File: src/hw/hps_pkg.sv
// constants and types shared by the host pixel path and panel scan
package hps_pkg;

  // core clock and derived panel pixel clock
  localparam int unsigned CLK_HZ = 200_000_000;
  localparam int unsigned PIX_CLK_HZ = 9_000_000;
  localparam int unsigned PIX_DIV = CLK_HZ / PIX_CLK_HZ;
  localparam logic [4:0] PIX_DIV_LAST = 5'(PIX_DIV - 1);
  localparam logic [4:0] PIX_DIV_HALF = 5'(PIX_DIV / 2);

  // line timing in panel pixel clocks; back porch counts from sync start
  localparam logic [9:0] H_ACTIVE = 10'h1e0;
  localparam logic [9:0] H_SYNC = 10'h004;
  localparam logic [9:0] H_BP = 10'h02b;
  localparam logic [9:0] H_FP = 10'h008;
  localparam logic [9:0] H_LAST = 10'(H_BP + H_ACTIVE + H_FP - 10'h001);

  // frame timing in lines
  localparam logic [8:0] V_ACTIVE = 9'h110;
  localparam logic [8:0] V_SYNC = 9'h004;
  localparam logic [8:0] V_BP = 9'h00c;
  localparam logic [8:0] V_FP = 9'h008;
  localparam logic [8:0] V_LAST = 9'(V_BP + V_ACTIVE + V_FP - 9'h001);

  // host commands handled here
  localparam logic [7:0] CMD_SET_COL = 8'h2a;
  localparam logic [7:0] CMD_SET_PAGE = 8'h2b;
  localparam logic [7:0] CMD_WR_START = 8'h2c;
  localparam logic [7:0] CMD_WR_CONT = 8'h3c;

  // window reset values: full panel
  localparam logic [8:0] COL_START_RST = 9'h000;
  localparam logic [8:0] COL_END_RST = 9'h1df;
  localparam logic [8:0] PAGE_START_RST = 9'h000;
  localparam logic [8:0] PAGE_END_RST = 9'h10f;
  localparam logic [1:0] PARAM_LAST = 2'h3;

  // pixel word carried through the buffer: row, column, rgb888
  localparam int unsigned PIX_W = 42;

  typedef enum logic [1:0] {
    HM_IDLE = 2'b00,
    HM_COL = 2'b01,
    HM_PAGE = 2'b10,
    HM_MEM = 2'b11
  } hps_mode_t;

endpackage

File: src/hw/hps_buf2.sv
// two-entry flop buffer with valid/ready on both sides
`timescale 1ns/10ps
`default_nettype none
module hps_buf2 #(
  parameter int unsigned W = 42
) (
  // clock and reset
  input wire logic i_clk,
  input wire logic i_srst,
  // fill side
  input wire logic i_valid,
  output logic o_ready,
  input wire logic [W-1:0] i_data,
  // drain side
  output logic o_valid,
  input wire logic i_ready,
  output logic [W-1:0] o_data
);

  logic [W-1:0] mem_reg [2];
  logic wr_idx_reg;
  logic rd_idx_reg;
  logic [1:0] count_reg;
  logic push;
  logic pop;

  assign o_ready = (count_reg != 2'h2);
  assign o_valid = (count_reg != 2'h0);
  assign o_data = mem_reg[rd_idx_reg];
  assign push = i_valid && o_ready;
  assign pop = o_valid && i_ready;

  always_ff @(posedge i_clk) begin
    if (push) begin
      mem_reg[wr_idx_reg] <= i_data;
    end
  end

  always_ff @(posedge i_clk) begin
    if (i_srst) begin
      wr_idx_reg <= 1'b0;
      rd_idx_reg <= 1'b0;
      count_reg <= 2'h0;
    end else begin
      if (push) begin
        wr_idx_reg <= ~wr_idx_reg;
      end
      if (pop) begin
        rd_idx_reg <= ~rd_idx_reg;
      end
      case ({push, pop})
        2'b10: count_reg <= count_reg + 2'h1;
        2'b01: count_reg <= count_reg - 2'h1;
        default: count_reg <= count_reg;
      endcase
    end
  end

endmodule
`default_nettype wire

File: src/hw/hps_top.sv
// host bus pixel packing, write pointer and panel scan timing
`timescale 1ns/10ps
`default_nettype none
//////////////////////////////////////////////////////////////////////////////
// Function
// 16-bit 5-6-5: one word per pixel, red 15:11, green 10:5, blue 4:0
// 8-bit: three bytes on lines 7:0, red then green then blue
// host uses only 8-bit or 16-bit bus widths
// 480 active clocks per line, period 531, sync 4, porches 43 and 8
// 272 active lines per frame, period 292, sync 4, porches 12 and 8
// core clock from pll when enabled, else from the external clock; the pll is picked here only when enabled and locked
// command 0x2c starts pixel writes at the window start position
// command 0x3c resumes pixel writes after the last written location
// select low for command bytes, high for parameters and pixels
module hps_top (
  // clock and reset
  input wire logic I_CLK,
  input wire logic I_SRST,
  // host 8080 bus pins
  input wire logic I_CS_N,
  input wire logic I_WR_N,
  input wire logic I_RD_N,
  input wire logic I_CMD_DATA_SELECT,
  input wire logic [15:0] I_HOST_DATA_LINES,
  output logic [15:0] O_HOST_DATA_LINES,
  output logic O_HOST_DATA_OE,
  output logic O_HOST_BUSY,
  // bus configuration straps
  input wire logic I_BUS_16BIT,
  input wire logic I_PACK_24BIT,
  // core clock source
  input wire logic I_PLL_ENABLE,
  input wire logic I_PLL_LOCKED,
  output logic O_CORE_CLK_SEL_PLL,
  // pixel stream toward frame memory
  output logic O_PIX_VALID,
  input wire logic I_PIX_READY,
  output logic [23:0] O_PIX_RGB,
  output logic [8:0] O_PIX_COL,
  output logic [8:0] O_PIX_ROW,
  // panel scan
  output logic O_PANEL_PIXEL_CLOCK,
  output logic O_LINE_SYNC_N,
  output logic O_FRAME_SYNC_N,
  output logic O_DATA_ENABLE
);

  function automatic logic [7:0] widen(input logic [7:0] v, input logic six);
    widen = six ? {v[5:0], v[5:4]} : {v[4:0], v[4:2]};
  endfunction

  //////////////////////////////////////////////////////////////////////////////
  // pin synchronisers
  logic [21:0] pin_s1_reg;
  logic [21:0] pin_s2_reg;
  logic wr_n_d_reg;
  logic cs_n_s;
  logic wr_n_s;
  logic rd_n_s;
  logic sel_s;
  logic bus16_s;
  logic pack24_s;
  logic pll_en_s;
  logic pll_lock_s;
  logic [15:0] data_s;

  always_ff @(posedge I_CLK) begin
    if (I_SRST) begin
      // idle levels: strobes and select high, pll off, so no false pll pick
      pin_s1_reg <= 22'h03c000;
      pin_s2_reg <= 22'h03c000;
      wr_n_d_reg <= 1'b1;
    end else begin
      pin_s1_reg <= {I_PLL_LOCKED, I_PLL_ENABLE, I_PACK_24BIT, I_BUS_16BIT, I_CS_N,
                     I_WR_N, I_RD_N, I_CMD_DATA_SELECT, I_HOST_DATA_LINES[13:0]};
      pin_s2_reg <= pin_s1_reg;
      wr_n_d_reg <= wr_n_s;
    end
  end

  // upper data lines travel in their own pair to keep the vector readable
  logic [1:0] hi_s1_reg;
  logic [1:0] hi_s2_reg;
  always_ff @(posedge I_CLK) begin
    if (I_SRST) begin
      hi_s1_reg <= 2'h0;
      hi_s2_reg <= 2'h0;
    end else begin
      hi_s1_reg <= I_HOST_DATA_LINES[15:14];
      hi_s2_reg <= hi_s1_reg;
    end
  end

  assign pll_lock_s = pin_s2_reg[21];
  assign pll_en_s = pin_s2_reg[20];
  assign pack24_s = pin_s2_reg[19];
  assign bus16_s = pin_s2_reg[18];
  assign cs_n_s = pin_s2_reg[17];
  assign wr_n_s = pin_s2_reg[16];
  assign rd_n_s = pin_s2_reg[15];
  assign sel_s = pin_s2_reg[14];
  assign data_s = {hi_s2_reg, pin_s2_reg[13:0]};

  //////////////////////////////////////////////////////////////////////////////
  // write strobe: data sampled while low, acted on at the rising edge;
  // the data hold after the strobe is far below one clock, so the edge
  // itself cannot be used to sample
  logic [15:0] wdata_reg;
  logic wsel_reg;
  logic wr_strobe;

  always_ff @(posedge I_CLK) begin
    if (I_SRST) begin
      wdata_reg <= 16'h0000;
      wsel_reg <= 1'b0;
    end else if (!wr_n_s && !cs_n_s) begin
      wdata_reg <= data_s;
      wsel_reg <= sel_s;
    end
  end

  assign wr_strobe = wr_n_s && !wr_n_d_reg && !cs_n_s;

  //////////////////////////////////////////////////////////////////////////////
  // command decode and window parameters
  hps_pkg::hps_mode_t mode_reg;
  logic [1:0] param_cnt_reg;
  logic [8:0] col_start_reg;
  logic [8:0] col_end_reg;
  logic [8:0] page_start_reg;
  logic [8:0] page_end_reg;
  logic cmd_wr;
  logic par_wr;

  assign cmd_wr = wr_strobe && !wsel_reg;
  assign par_wr = wr_strobe && wsel_reg;

  always_ff @(posedge I_CLK) begin
    if (I_SRST) begin
      mode_reg <= hps_pkg::HM_IDLE;
      param_cnt_reg <= 2'h0;
    end else if (cmd_wr) begin
      param_cnt_reg <= 2'h0;
      case (wdata_reg[7:0])
        hps_pkg::CMD_SET_COL: mode_reg <= hps_pkg::HM_COL;
        hps_pkg::CMD_SET_PAGE: mode_reg <= hps_pkg::HM_PAGE;
        hps_pkg::CMD_WR_START: mode_reg <= hps_pkg::HM_MEM;
        hps_pkg::CMD_WR_CONT: mode_reg <= hps_pkg::HM_MEM;
        default: mode_reg <= hps_pkg::HM_IDLE;
      endcase
    end else if (par_wr && (mode_reg == hps_pkg::HM_COL || mode_reg == hps_pkg::HM_PAGE)) begin
      param_cnt_reg <= param_cnt_reg + 2'h1;
      if (param_cnt_reg == hps_pkg::PARAM_LAST) begin
        mode_reg <= hps_pkg::HM_IDLE;
      end
    end
  end

  // parameter order: start high, start low, end high, end low
  always_ff @(posedge I_CLK) begin
    if (I_SRST) begin
      col_start_reg <= hps_pkg::COL_START_RST;
      col_end_reg <= hps_pkg::COL_END_RST;
      page_start_reg <= hps_pkg::PAGE_START_RST;
      page_end_reg <= hps_pkg::PAGE_END_RST;
    end else if (par_wr && mode_reg == hps_pkg::HM_COL) begin
      case (param_cnt_reg)
        2'h0: col_start_reg[8] <= wdata_reg[0];
        2'h1: col_start_reg[7:0] <= wdata_reg[7:0];
        2'h2: col_end_reg[8] <= wdata_reg[0];
        default: col_end_reg[7:0] <= wdata_reg[7:0];
      endcase
    end else if (par_wr && mode_reg == hps_pkg::HM_PAGE) begin
      case (param_cnt_reg)
        2'h0: page_start_reg[8] <= wdata_reg[0];
        2'h1: page_start_reg[7:0] <= wdata_reg[7:0];
        2'h2: page_end_reg[8] <= wdata_reg[0];
        default: page_end_reg[7:0] <= wdata_reg[7:0];
      endcase
    end
  end

  //////////////////////////////////////////////////////////////////////////////
  // pixel packing
  logic [1:0] phase_reg;
  logic [7:0] hold_a_reg;
  logic [7:0] hold_b_reg;
  logic [7:0] hold_c_reg;
  logic pix_word;
  logic pix_done;
  logic [23:0] pix_rgb;
  logic pend_valid_reg;
  logic [23:0] pend_rgb_reg;
  logic [8:0] pend_col_reg;
  logic [8:0] pend_row_reg;
  logic buf_in_ready;
  logic take;

  // words that arrive while a pixel waits for buffer room are dropped
  assign pix_word = par_wr && mode_reg == hps_pkg::HM_MEM && !pend_valid_reg;

  always_comb begin
    pix_done = 1'b0;
    pix_rgb = 24'h000000;
    if (pix_word) begin
      if (!bus16_s) begin
        pix_done = (phase_reg == 2'h2);
        pix_rgb = {hold_a_reg, hold_b_reg, wdata_reg[7:0]};
      end else if (!pack24_s) begin
        pix_done = 1'b1;
        pix_rgb = {widen({3'h0, wdata_reg[15:11]}, 1'b0),
                   widen({2'h0, wdata_reg[10:5]}, 1'b1),
                   widen({3'h0, wdata_reg[4:0]}, 1'b0)};
      end else begin
        // three words carry two pixels: rg, b r, g b
        pix_done = (phase_reg != 2'h0);
        pix_rgb = (phase_reg == 2'h1) ? {hold_a_reg, hold_b_reg, wdata_reg[15:8]} :
                  {hold_c_reg, wdata_reg};
      end
    end
  end

  // only the 8-bit and 16-bit widths exist; nothing else is decoded
  always_ff @(posedge I_CLK) begin
    if (I_SRST) begin
      phase_reg <= 2'h0;
      hold_a_reg <= 8'h00;
      hold_b_reg <= 8'h00;
      hold_c_reg <= 8'h00;
    end else if (cmd_wr) begin
      phase_reg <= 2'h0;
    end else if (pix_word) begin
      if (!bus16_s) begin
        phase_reg <= (phase_reg == 2'h2) ? 2'h0 : phase_reg + 2'h1;
        if (phase_reg == 2'h0) begin
          hold_a_reg <= wdata_reg[7:0];
        end
        if (phase_reg == 2'h1) begin
          hold_b_reg <= wdata_reg[7:0];
        end
      end else if (pack24_s) begin
        phase_reg <= (phase_reg == 2'h2) ? 2'h0 : phase_reg + 2'h1;
        if (phase_reg == 2'h0) begin
          hold_a_reg <= wdata_reg[15:8];
          hold_b_reg <= wdata_reg[7:0];
        end
        if (phase_reg == 2'h1) begin
          hold_c_reg <= wdata_reg[7:0];
        end
      end else begin
        phase_reg <= 2'h0;
      end
    end
  end

  //////////////////////////////////////////////////////////////////////////////
  // write pointer and pending pixel
  logic [8:0] col_ptr_reg;
  logic [8:0] row_ptr_reg;

  assign take = pix_done;

  always_ff @(posedge I_CLK) begin
    if (I_SRST) begin
      col_ptr_reg <= hps_pkg::COL_START_RST;
      row_ptr_reg <= hps_pkg::PAGE_START_RST;
    end else if (cmd_wr && wdata_reg[7:0] == hps_pkg::CMD_WR_START) begin
      col_ptr_reg <= col_start_reg;
      row_ptr_reg <= page_start_reg;
    end else if (take) begin
      // 0x3c leaves the pointer alone and continues from here
      if (col_ptr_reg == col_end_reg) begin
        col_ptr_reg <= col_start_reg;
        row_ptr_reg <= (row_ptr_reg == page_end_reg) ? page_start_reg : row_ptr_reg + 9'h001;
      end else begin
        col_ptr_reg <= col_ptr_reg + 9'h001;
      end
    end
  end

  always_ff @(posedge I_CLK) begin
    if (I_SRST) begin
      pend_valid_reg <= 1'b0;
      pend_rgb_reg <= 24'h000000;
      pend_col_reg <= 9'h000;
      pend_row_reg <= 9'h000;
    end else if (take) begin
      pend_valid_reg <= 1'b1;
      pend_rgb_reg <= pix_rgb;
      pend_col_reg <= col_ptr_reg;
      pend_row_reg <= row_ptr_reg;
    end else if (buf_in_ready) begin
      pend_valid_reg <= 1'b0;
    end
  end

  assign O_HOST_BUSY = pend_valid_reg;

  hps_buf2 #(
    .W(hps_pkg::PIX_W)
  ) u_buf (
    .i_clk(I_CLK),
    .i_srst(I_SRST),
    .i_valid(pend_valid_reg),
    .o_ready(buf_in_ready),
    .i_data({pend_row_reg, pend_col_reg, pend_rgb_reg}),
    .o_valid(O_PIX_VALID),
    .i_ready(I_PIX_READY),
    .o_data({O_PIX_ROW, O_PIX_COL, O_PIX_RGB})
  );

  //////////////////////////////////////////////////////////////////////////////
  // host reads return the current write column
  always_ff @(posedge I_CLK) begin
    if (I_SRST) begin
      O_HOST_DATA_OE <= 1'b0;
      O_HOST_DATA_LINES <= 16'h0000;
    end else begin
      O_HOST_DATA_OE <= !cs_n_s && !rd_n_s;
      O_HOST_DATA_LINES <= {7'h00, col_ptr_reg};
    end
  end

  //////////////////////////////////////////////////////////////////////////////
  // core clock source select; switch to the pll only once it is locked
  always_ff @(posedge I_CLK) begin
    if (I_SRST) begin
      O_CORE_CLK_SEL_PLL <= 1'b0;
    end else begin
      O_CORE_CLK_SEL_PLL <= pll_en_s && pll_lock_s;
    end
  end

  //////////////////////////////////////////////////////////////////////////////
  // panel scan
  logic [4:0] div_reg;
  logic tick;
  logic [9:0] h_reg;
  logic [8:0] v_reg;

  assign tick = (div_reg == hps_pkg::PIX_DIV_LAST);

  always_ff @(posedge I_CLK) begin
    if (I_SRST) begin
      div_reg <= 5'h00;
      O_PANEL_PIXEL_CLOCK <= 1'b0;
    end else begin
      div_reg <= tick ? 5'h00 : div_reg + 5'h01;
      O_PANEL_PIXEL_CLOCK <= (div_reg >= hps_pkg::PIX_DIV_HALF);
    end
  end

  always_ff @(posedge I_CLK) begin
    if (I_SRST) begin
      h_reg <= 10'h000;
      v_reg <= 9'h000;
    end else if (tick) begin
      if (h_reg == hps_pkg::H_LAST) begin
        h_reg <= 10'h000;
        v_reg <= (v_reg == hps_pkg::V_LAST) ? 9'h000 : v_reg + 9'h001;
      end else begin
        h_reg <= h_reg + 10'h001;
      end
    end
  end

  // outputs change on the panel clock falling edge so the panel samples mid-cell
  always_ff @(posedge I_CLK) begin
    if (I_SRST) begin
      O_LINE_SYNC_N <= 1'b1;
      O_FRAME_SYNC_N <= 1'b1;
      O_DATA_ENABLE <= 1'b0;
    end else begin
      O_LINE_SYNC_N <= !(h_reg < hps_pkg::H_SYNC);
      O_FRAME_SYNC_N <= !(v_reg < hps_pkg::V_SYNC);
      O_DATA_ENABLE <= (h_reg >= hps_pkg::H_BP) && (h_reg < 10'(hps_pkg::H_BP + hps_pkg::H_ACTIVE))
                       && (v_reg >= hps_pkg::V_BP)
                       && (v_reg < 9'(hps_pkg::V_BP + hps_pkg::V_ACTIVE));
    end
  end

endmodule
`default_nettype wire

File: config.mk
export PLATFORM = sky130hd
export DESIGN_NAME = hps_top
export DESIGN_NICKNAME = d
export VERILOG_FILES = /design/src/hw/hps_pkg.sv /design/src/hw/hps_buf2.sv /design/src/hw/hps_top.sv
export SDC_FILE = /design/constraint.sdc
export NUM_CORES = 1
export LEC_CHECK = 0
export BUFFER_PORTS_ARGS = -buffer_cell sky130_fd_sc_hd__buf_4
export CAP_MARGIN = 0
export CORE_UTILIZATION = 60
export DETAILED_ROUTE_END_ITERATION = 10
export PLACE_DENSITY = 0.79
export SLEW_MARGIN = 5
export SYNTH_ARGS = -nofsm -noshare
export SYNTH_HDL_FRONTEND = slang
export SYNTH_SLANG_ARGS = --single-unit
File: constraint.sdc
create_clock -name I_CLK -period 3.9 [get_ports I_CLK]
set_clock_uncertainty 0.15 [all_clocks]
set_input_delay 0.78 -clock I_CLK [delete_from_list [all_inputs] [get_ports I_CLK]]
set_output_delay 0.78 -clock I_CLK [all_outputs]
set_load 0.01 [all_outputs]
==> flow_metrics.env <==
export IMPL_status="finished, final reports clean"
export IMPL_root_buffer="clkbuf_16"
export IMPL_seq_area_mm2=0.00727
export IMPL_ctsLongestPathBuffers=3
export IMPL_worst_pin_slew_ns=1.09
export IMPL_ys_ff_latch=321
export IMPL_grt_pass1_wl_mm=41.9
export IMPL_fill_cells=1522
export IMPL_wl_mm=25.5
export IMPL_tritoncts="yes"
export IMPL_synth_enable_flop_cells=84
export IMPL_drc_errors=0
export IMPL_multi_input_area_mm2=0.00505
export IMPL_setup_viol=0
export IMPL_gp_congestion=0.891
export IMPL_viasPerCell=5.62
export IMPL_die_h_um=148
export IMPL_ys_flop_type="dfxtp_1"
export IMPL_core_mm2=0.0205
export IMPL_final_area_mm2=0.0146
export IMPL_hold_path_class="reg2reg"
export IMPL_ios=93
export IMPL_placed_cell_area_mm2=0.0135
export IMPL_fin_nets=1331
export IMPL_synth_top_area_share=0.373
export IMPL_antenna_found_initial=0
export IMPL_portBuffers=85
export IMPL_core_rowCount=52
export IMPL_dieArea_mm2=0.0218
export IMPL_ys_types=67
export IMPL_cp_max_fo=42
export IMPL_drtIter0Drc=713
export IMPL_ant_nets=0
export IMPL_htreeDepth=1
export IMPL_ir_worst_vdd_uv=420
export IMPL_crit_path_end_kind="output pin"
export IMPL_r2r_cells=8
export IMPL_min_to="O_HOST_DATA_OE$_SDFF_PP0_"
export IMPL_cts_sinks=321
export IMPL_r2r_start="wdata_reg[2]$_SDFFE_PP0P_"
export IMPL_max_freq_mhz=328
export IMPL_drive_gt1_frac=0.173
export IMPL_synth_area_leaders="dfxtp_1 37%, edfxtp_1 20%, nand2_1 4.5%, mux2_2 4.0%, a21oi_1 3.8%"
export IMPL_synth_cells=1236
export IMPL_insertedDiodeCount=0
export IMPL_die_width_um=148
export IMPL_slew_viol_final=0
export IMPL_pre_cts_ws_ns=1.30
export IMPL_slew_headroom=0.267
export IMPL_r2r_end="row_ptr_reg[4]$_SDFFE_PP0P_"
export IMPL_cp_required_ns=2.97
export IMPL_cts_made_buffers=31
export IMPL_power_density_mw_per_mm2=464
export IMPL_p_leak_uw=0.00539
export IMPL_largest_reg_flops=84
export IMPL_min_period_ns=3.05
export IMPL_hold_start="pin_s2_reg[15]$_SDFF_PP1_"
export IMPL_cts_hold_buffers_added=0
export IMPL_clk_latency_ns=0.55
export IMPL_period_share=0.782
export IMPL_wl_per_cell_um=16.1
export IMPL_clk_pin_slew_worst_paths_ns=0.06
export IMPL_firstDrtPassIters=5
export IMPL_synth_area_mm2=0.0127
export IMPL_grt_max_degree=116
export IMPL_post_cts_resized=0
export IMPL_path_class="reg2out"
export IMPL_setup_tns_ns=0
export IMPL_r2r_slack_ns=1.18
export IMPL_grt_total_usage=0.237
export IMPL_grt_pass1_vias=8315
export IMPL_fin_ws_ns=0.852
export IMPL_num_vias=8891
export IMPL_ys_seq_area_frac=0.571
export IMPL_globalRoute_totalOverflow=0
export IMPL_post_cts_buffers=0
export IMPL_final_util=0.712
export IMPL_rsz0062_at_grt="no"
export IMPL_startpoint_type="register"
export IMPL_whs_path_depth=1
export IMPL_p_total_uw=6780
export IMPL_synth_warnings=0
export IMPL_hpwlAfterDp_mm=16.5
export IMPL_final_hold_violation_count=0
export IMPL_syn_to_final_growth_pct=14.7
export IMPL_cp_arrival_ns=2.12
export IMPL_initial_core_util=0.621
export IMPL_avgSynthCellArea_um2=10.3
export IMPL_yosysTopAreaCell="dfxtp_1"
export IMPL_max_cap_violations=0
export IMPL_async_flop_share=0
-- through the flow --
step	cells	hold slack, ns
finish	1581	0.243
global route	1581	0.243
CTS	1581	0.243
detailed placement	1525	0.238
global placement	1525	0.244
floorplan	1242	0.217
-- power breakdown --
part | total, µW | internal, µW | switching (µW) | leakage (µW)
Clock | 3220 | 2020 | 1200 | 0.000548
Sequential | 3440 | 3430 | 10.7 | 0.00270
Combinational | 121 | 48.0 | 73.4 | 0.00215
Total | 6780 | 5490 | 1290 | 0.00539
-- per-layer routing --
layer | part of all wire | global-route usage
met1 | 0.45 | 0.335
met2 | 0.47 | 0.385
met3 | 0.063 | 0.0318
met4 | 0.015 | 0.0613
met5 | 0 | 0
-- kinds of logic after synthesis --
kind of cell    synth area share
fa+ha+maj                 0.0157
flops                      0.571
mux                       0.0626
other cells             0.000295
simple gates               0.180
xor+xnor                  0.0310
buf+inv                   0.0356
compound gates             0.104
-- cell usage after synthesis, types with 8 or more instances --
library cell and n:
nand2_1 152, and3_1 10, a21oi_1 97, a211oi_1 17, o22a_1 8, edfxtp_1 84
or2_2 16, nor4_1 8, dfxtp_1 237, nor2b_1 54, clkbuf_1 55, o221ai_1 10
mux2_2 45, mux2i_1 29, nand3_1 45, xor2_1 21, nor2_1 111, buf_2 19
xnor2_1 24, inv_1 17, o21ai_0 16, nor3_1 28, ha_1 16, and2_1 9
a221oi_1 12
-- final cells by class --
| cell class | instances | area share |
|---|---|---|
| Sequential cell | 321 | 0.498 |
| Multi-Input combinational cell | 816 | 0.346 |
| Clock buffer | 47 | 0.0630 |
| Timing Repair Buffer | 101 | 0.0522 |
| Tap cell | 270 | 0.0231 |
| Clock inverter | 9 | 0.0139 |
| Inverter | 17 | 0.00437 |
-- worst max-delay path, stage by stage (launching register included) --
cell and delay [ns]:
dfxtp_2 0.95, mux2_2 0.42, buf_4 0.15
-- how the worst max path moves through the flow --
stage | end | startpoint | cells after the start | slack (ns)
2_1_floorplan | u_buf.mem_reg[0][0]$_DFFE_PP_ | u_buf.count_reg[0]$_SDFFE_PP0P_ | 3 | 0.94
6_report | O_PIX_ROW[1] | register | 2 | 0.85
5_1_grt | O_PIX_ROW[1] | register | 2 | 0.72
3_5_place_dp | row_ptr_reg[2]$_SDFFE_PP0P_ | wdata_reg[2]$_SDFFE_PP0P_ | 8 | 1.30
3_3_place_gp | row_ptr_reg[3]$_SDFFE_PP0P_ | wdata_reg[2]$_SDFFE_PP0P_ | 8 | 1.37
4_1_cts | O_PIX_ROW[1] | register | 2 | 0.80
-- cell usage in the layout, fill, tap and decap left out, drive strengths merged, types with 10 or more instances in the layout --
cell type  count
clkbuf        47
edfxtp        84
nor3          29
nand2        152
mux2          45
nor2         111
o21ai         17
a21oi         98
dfxtp        237
ha            16
or2           17
xnor2         24
and3          10
o221ai        10
a221oi        12
nor2b         54
nand3         45
buf          101
a211oi        21
nor4          10
mux2i         29
inv           18
xor2          21
No activity file was read; power rests on OpenSTA's default activity.
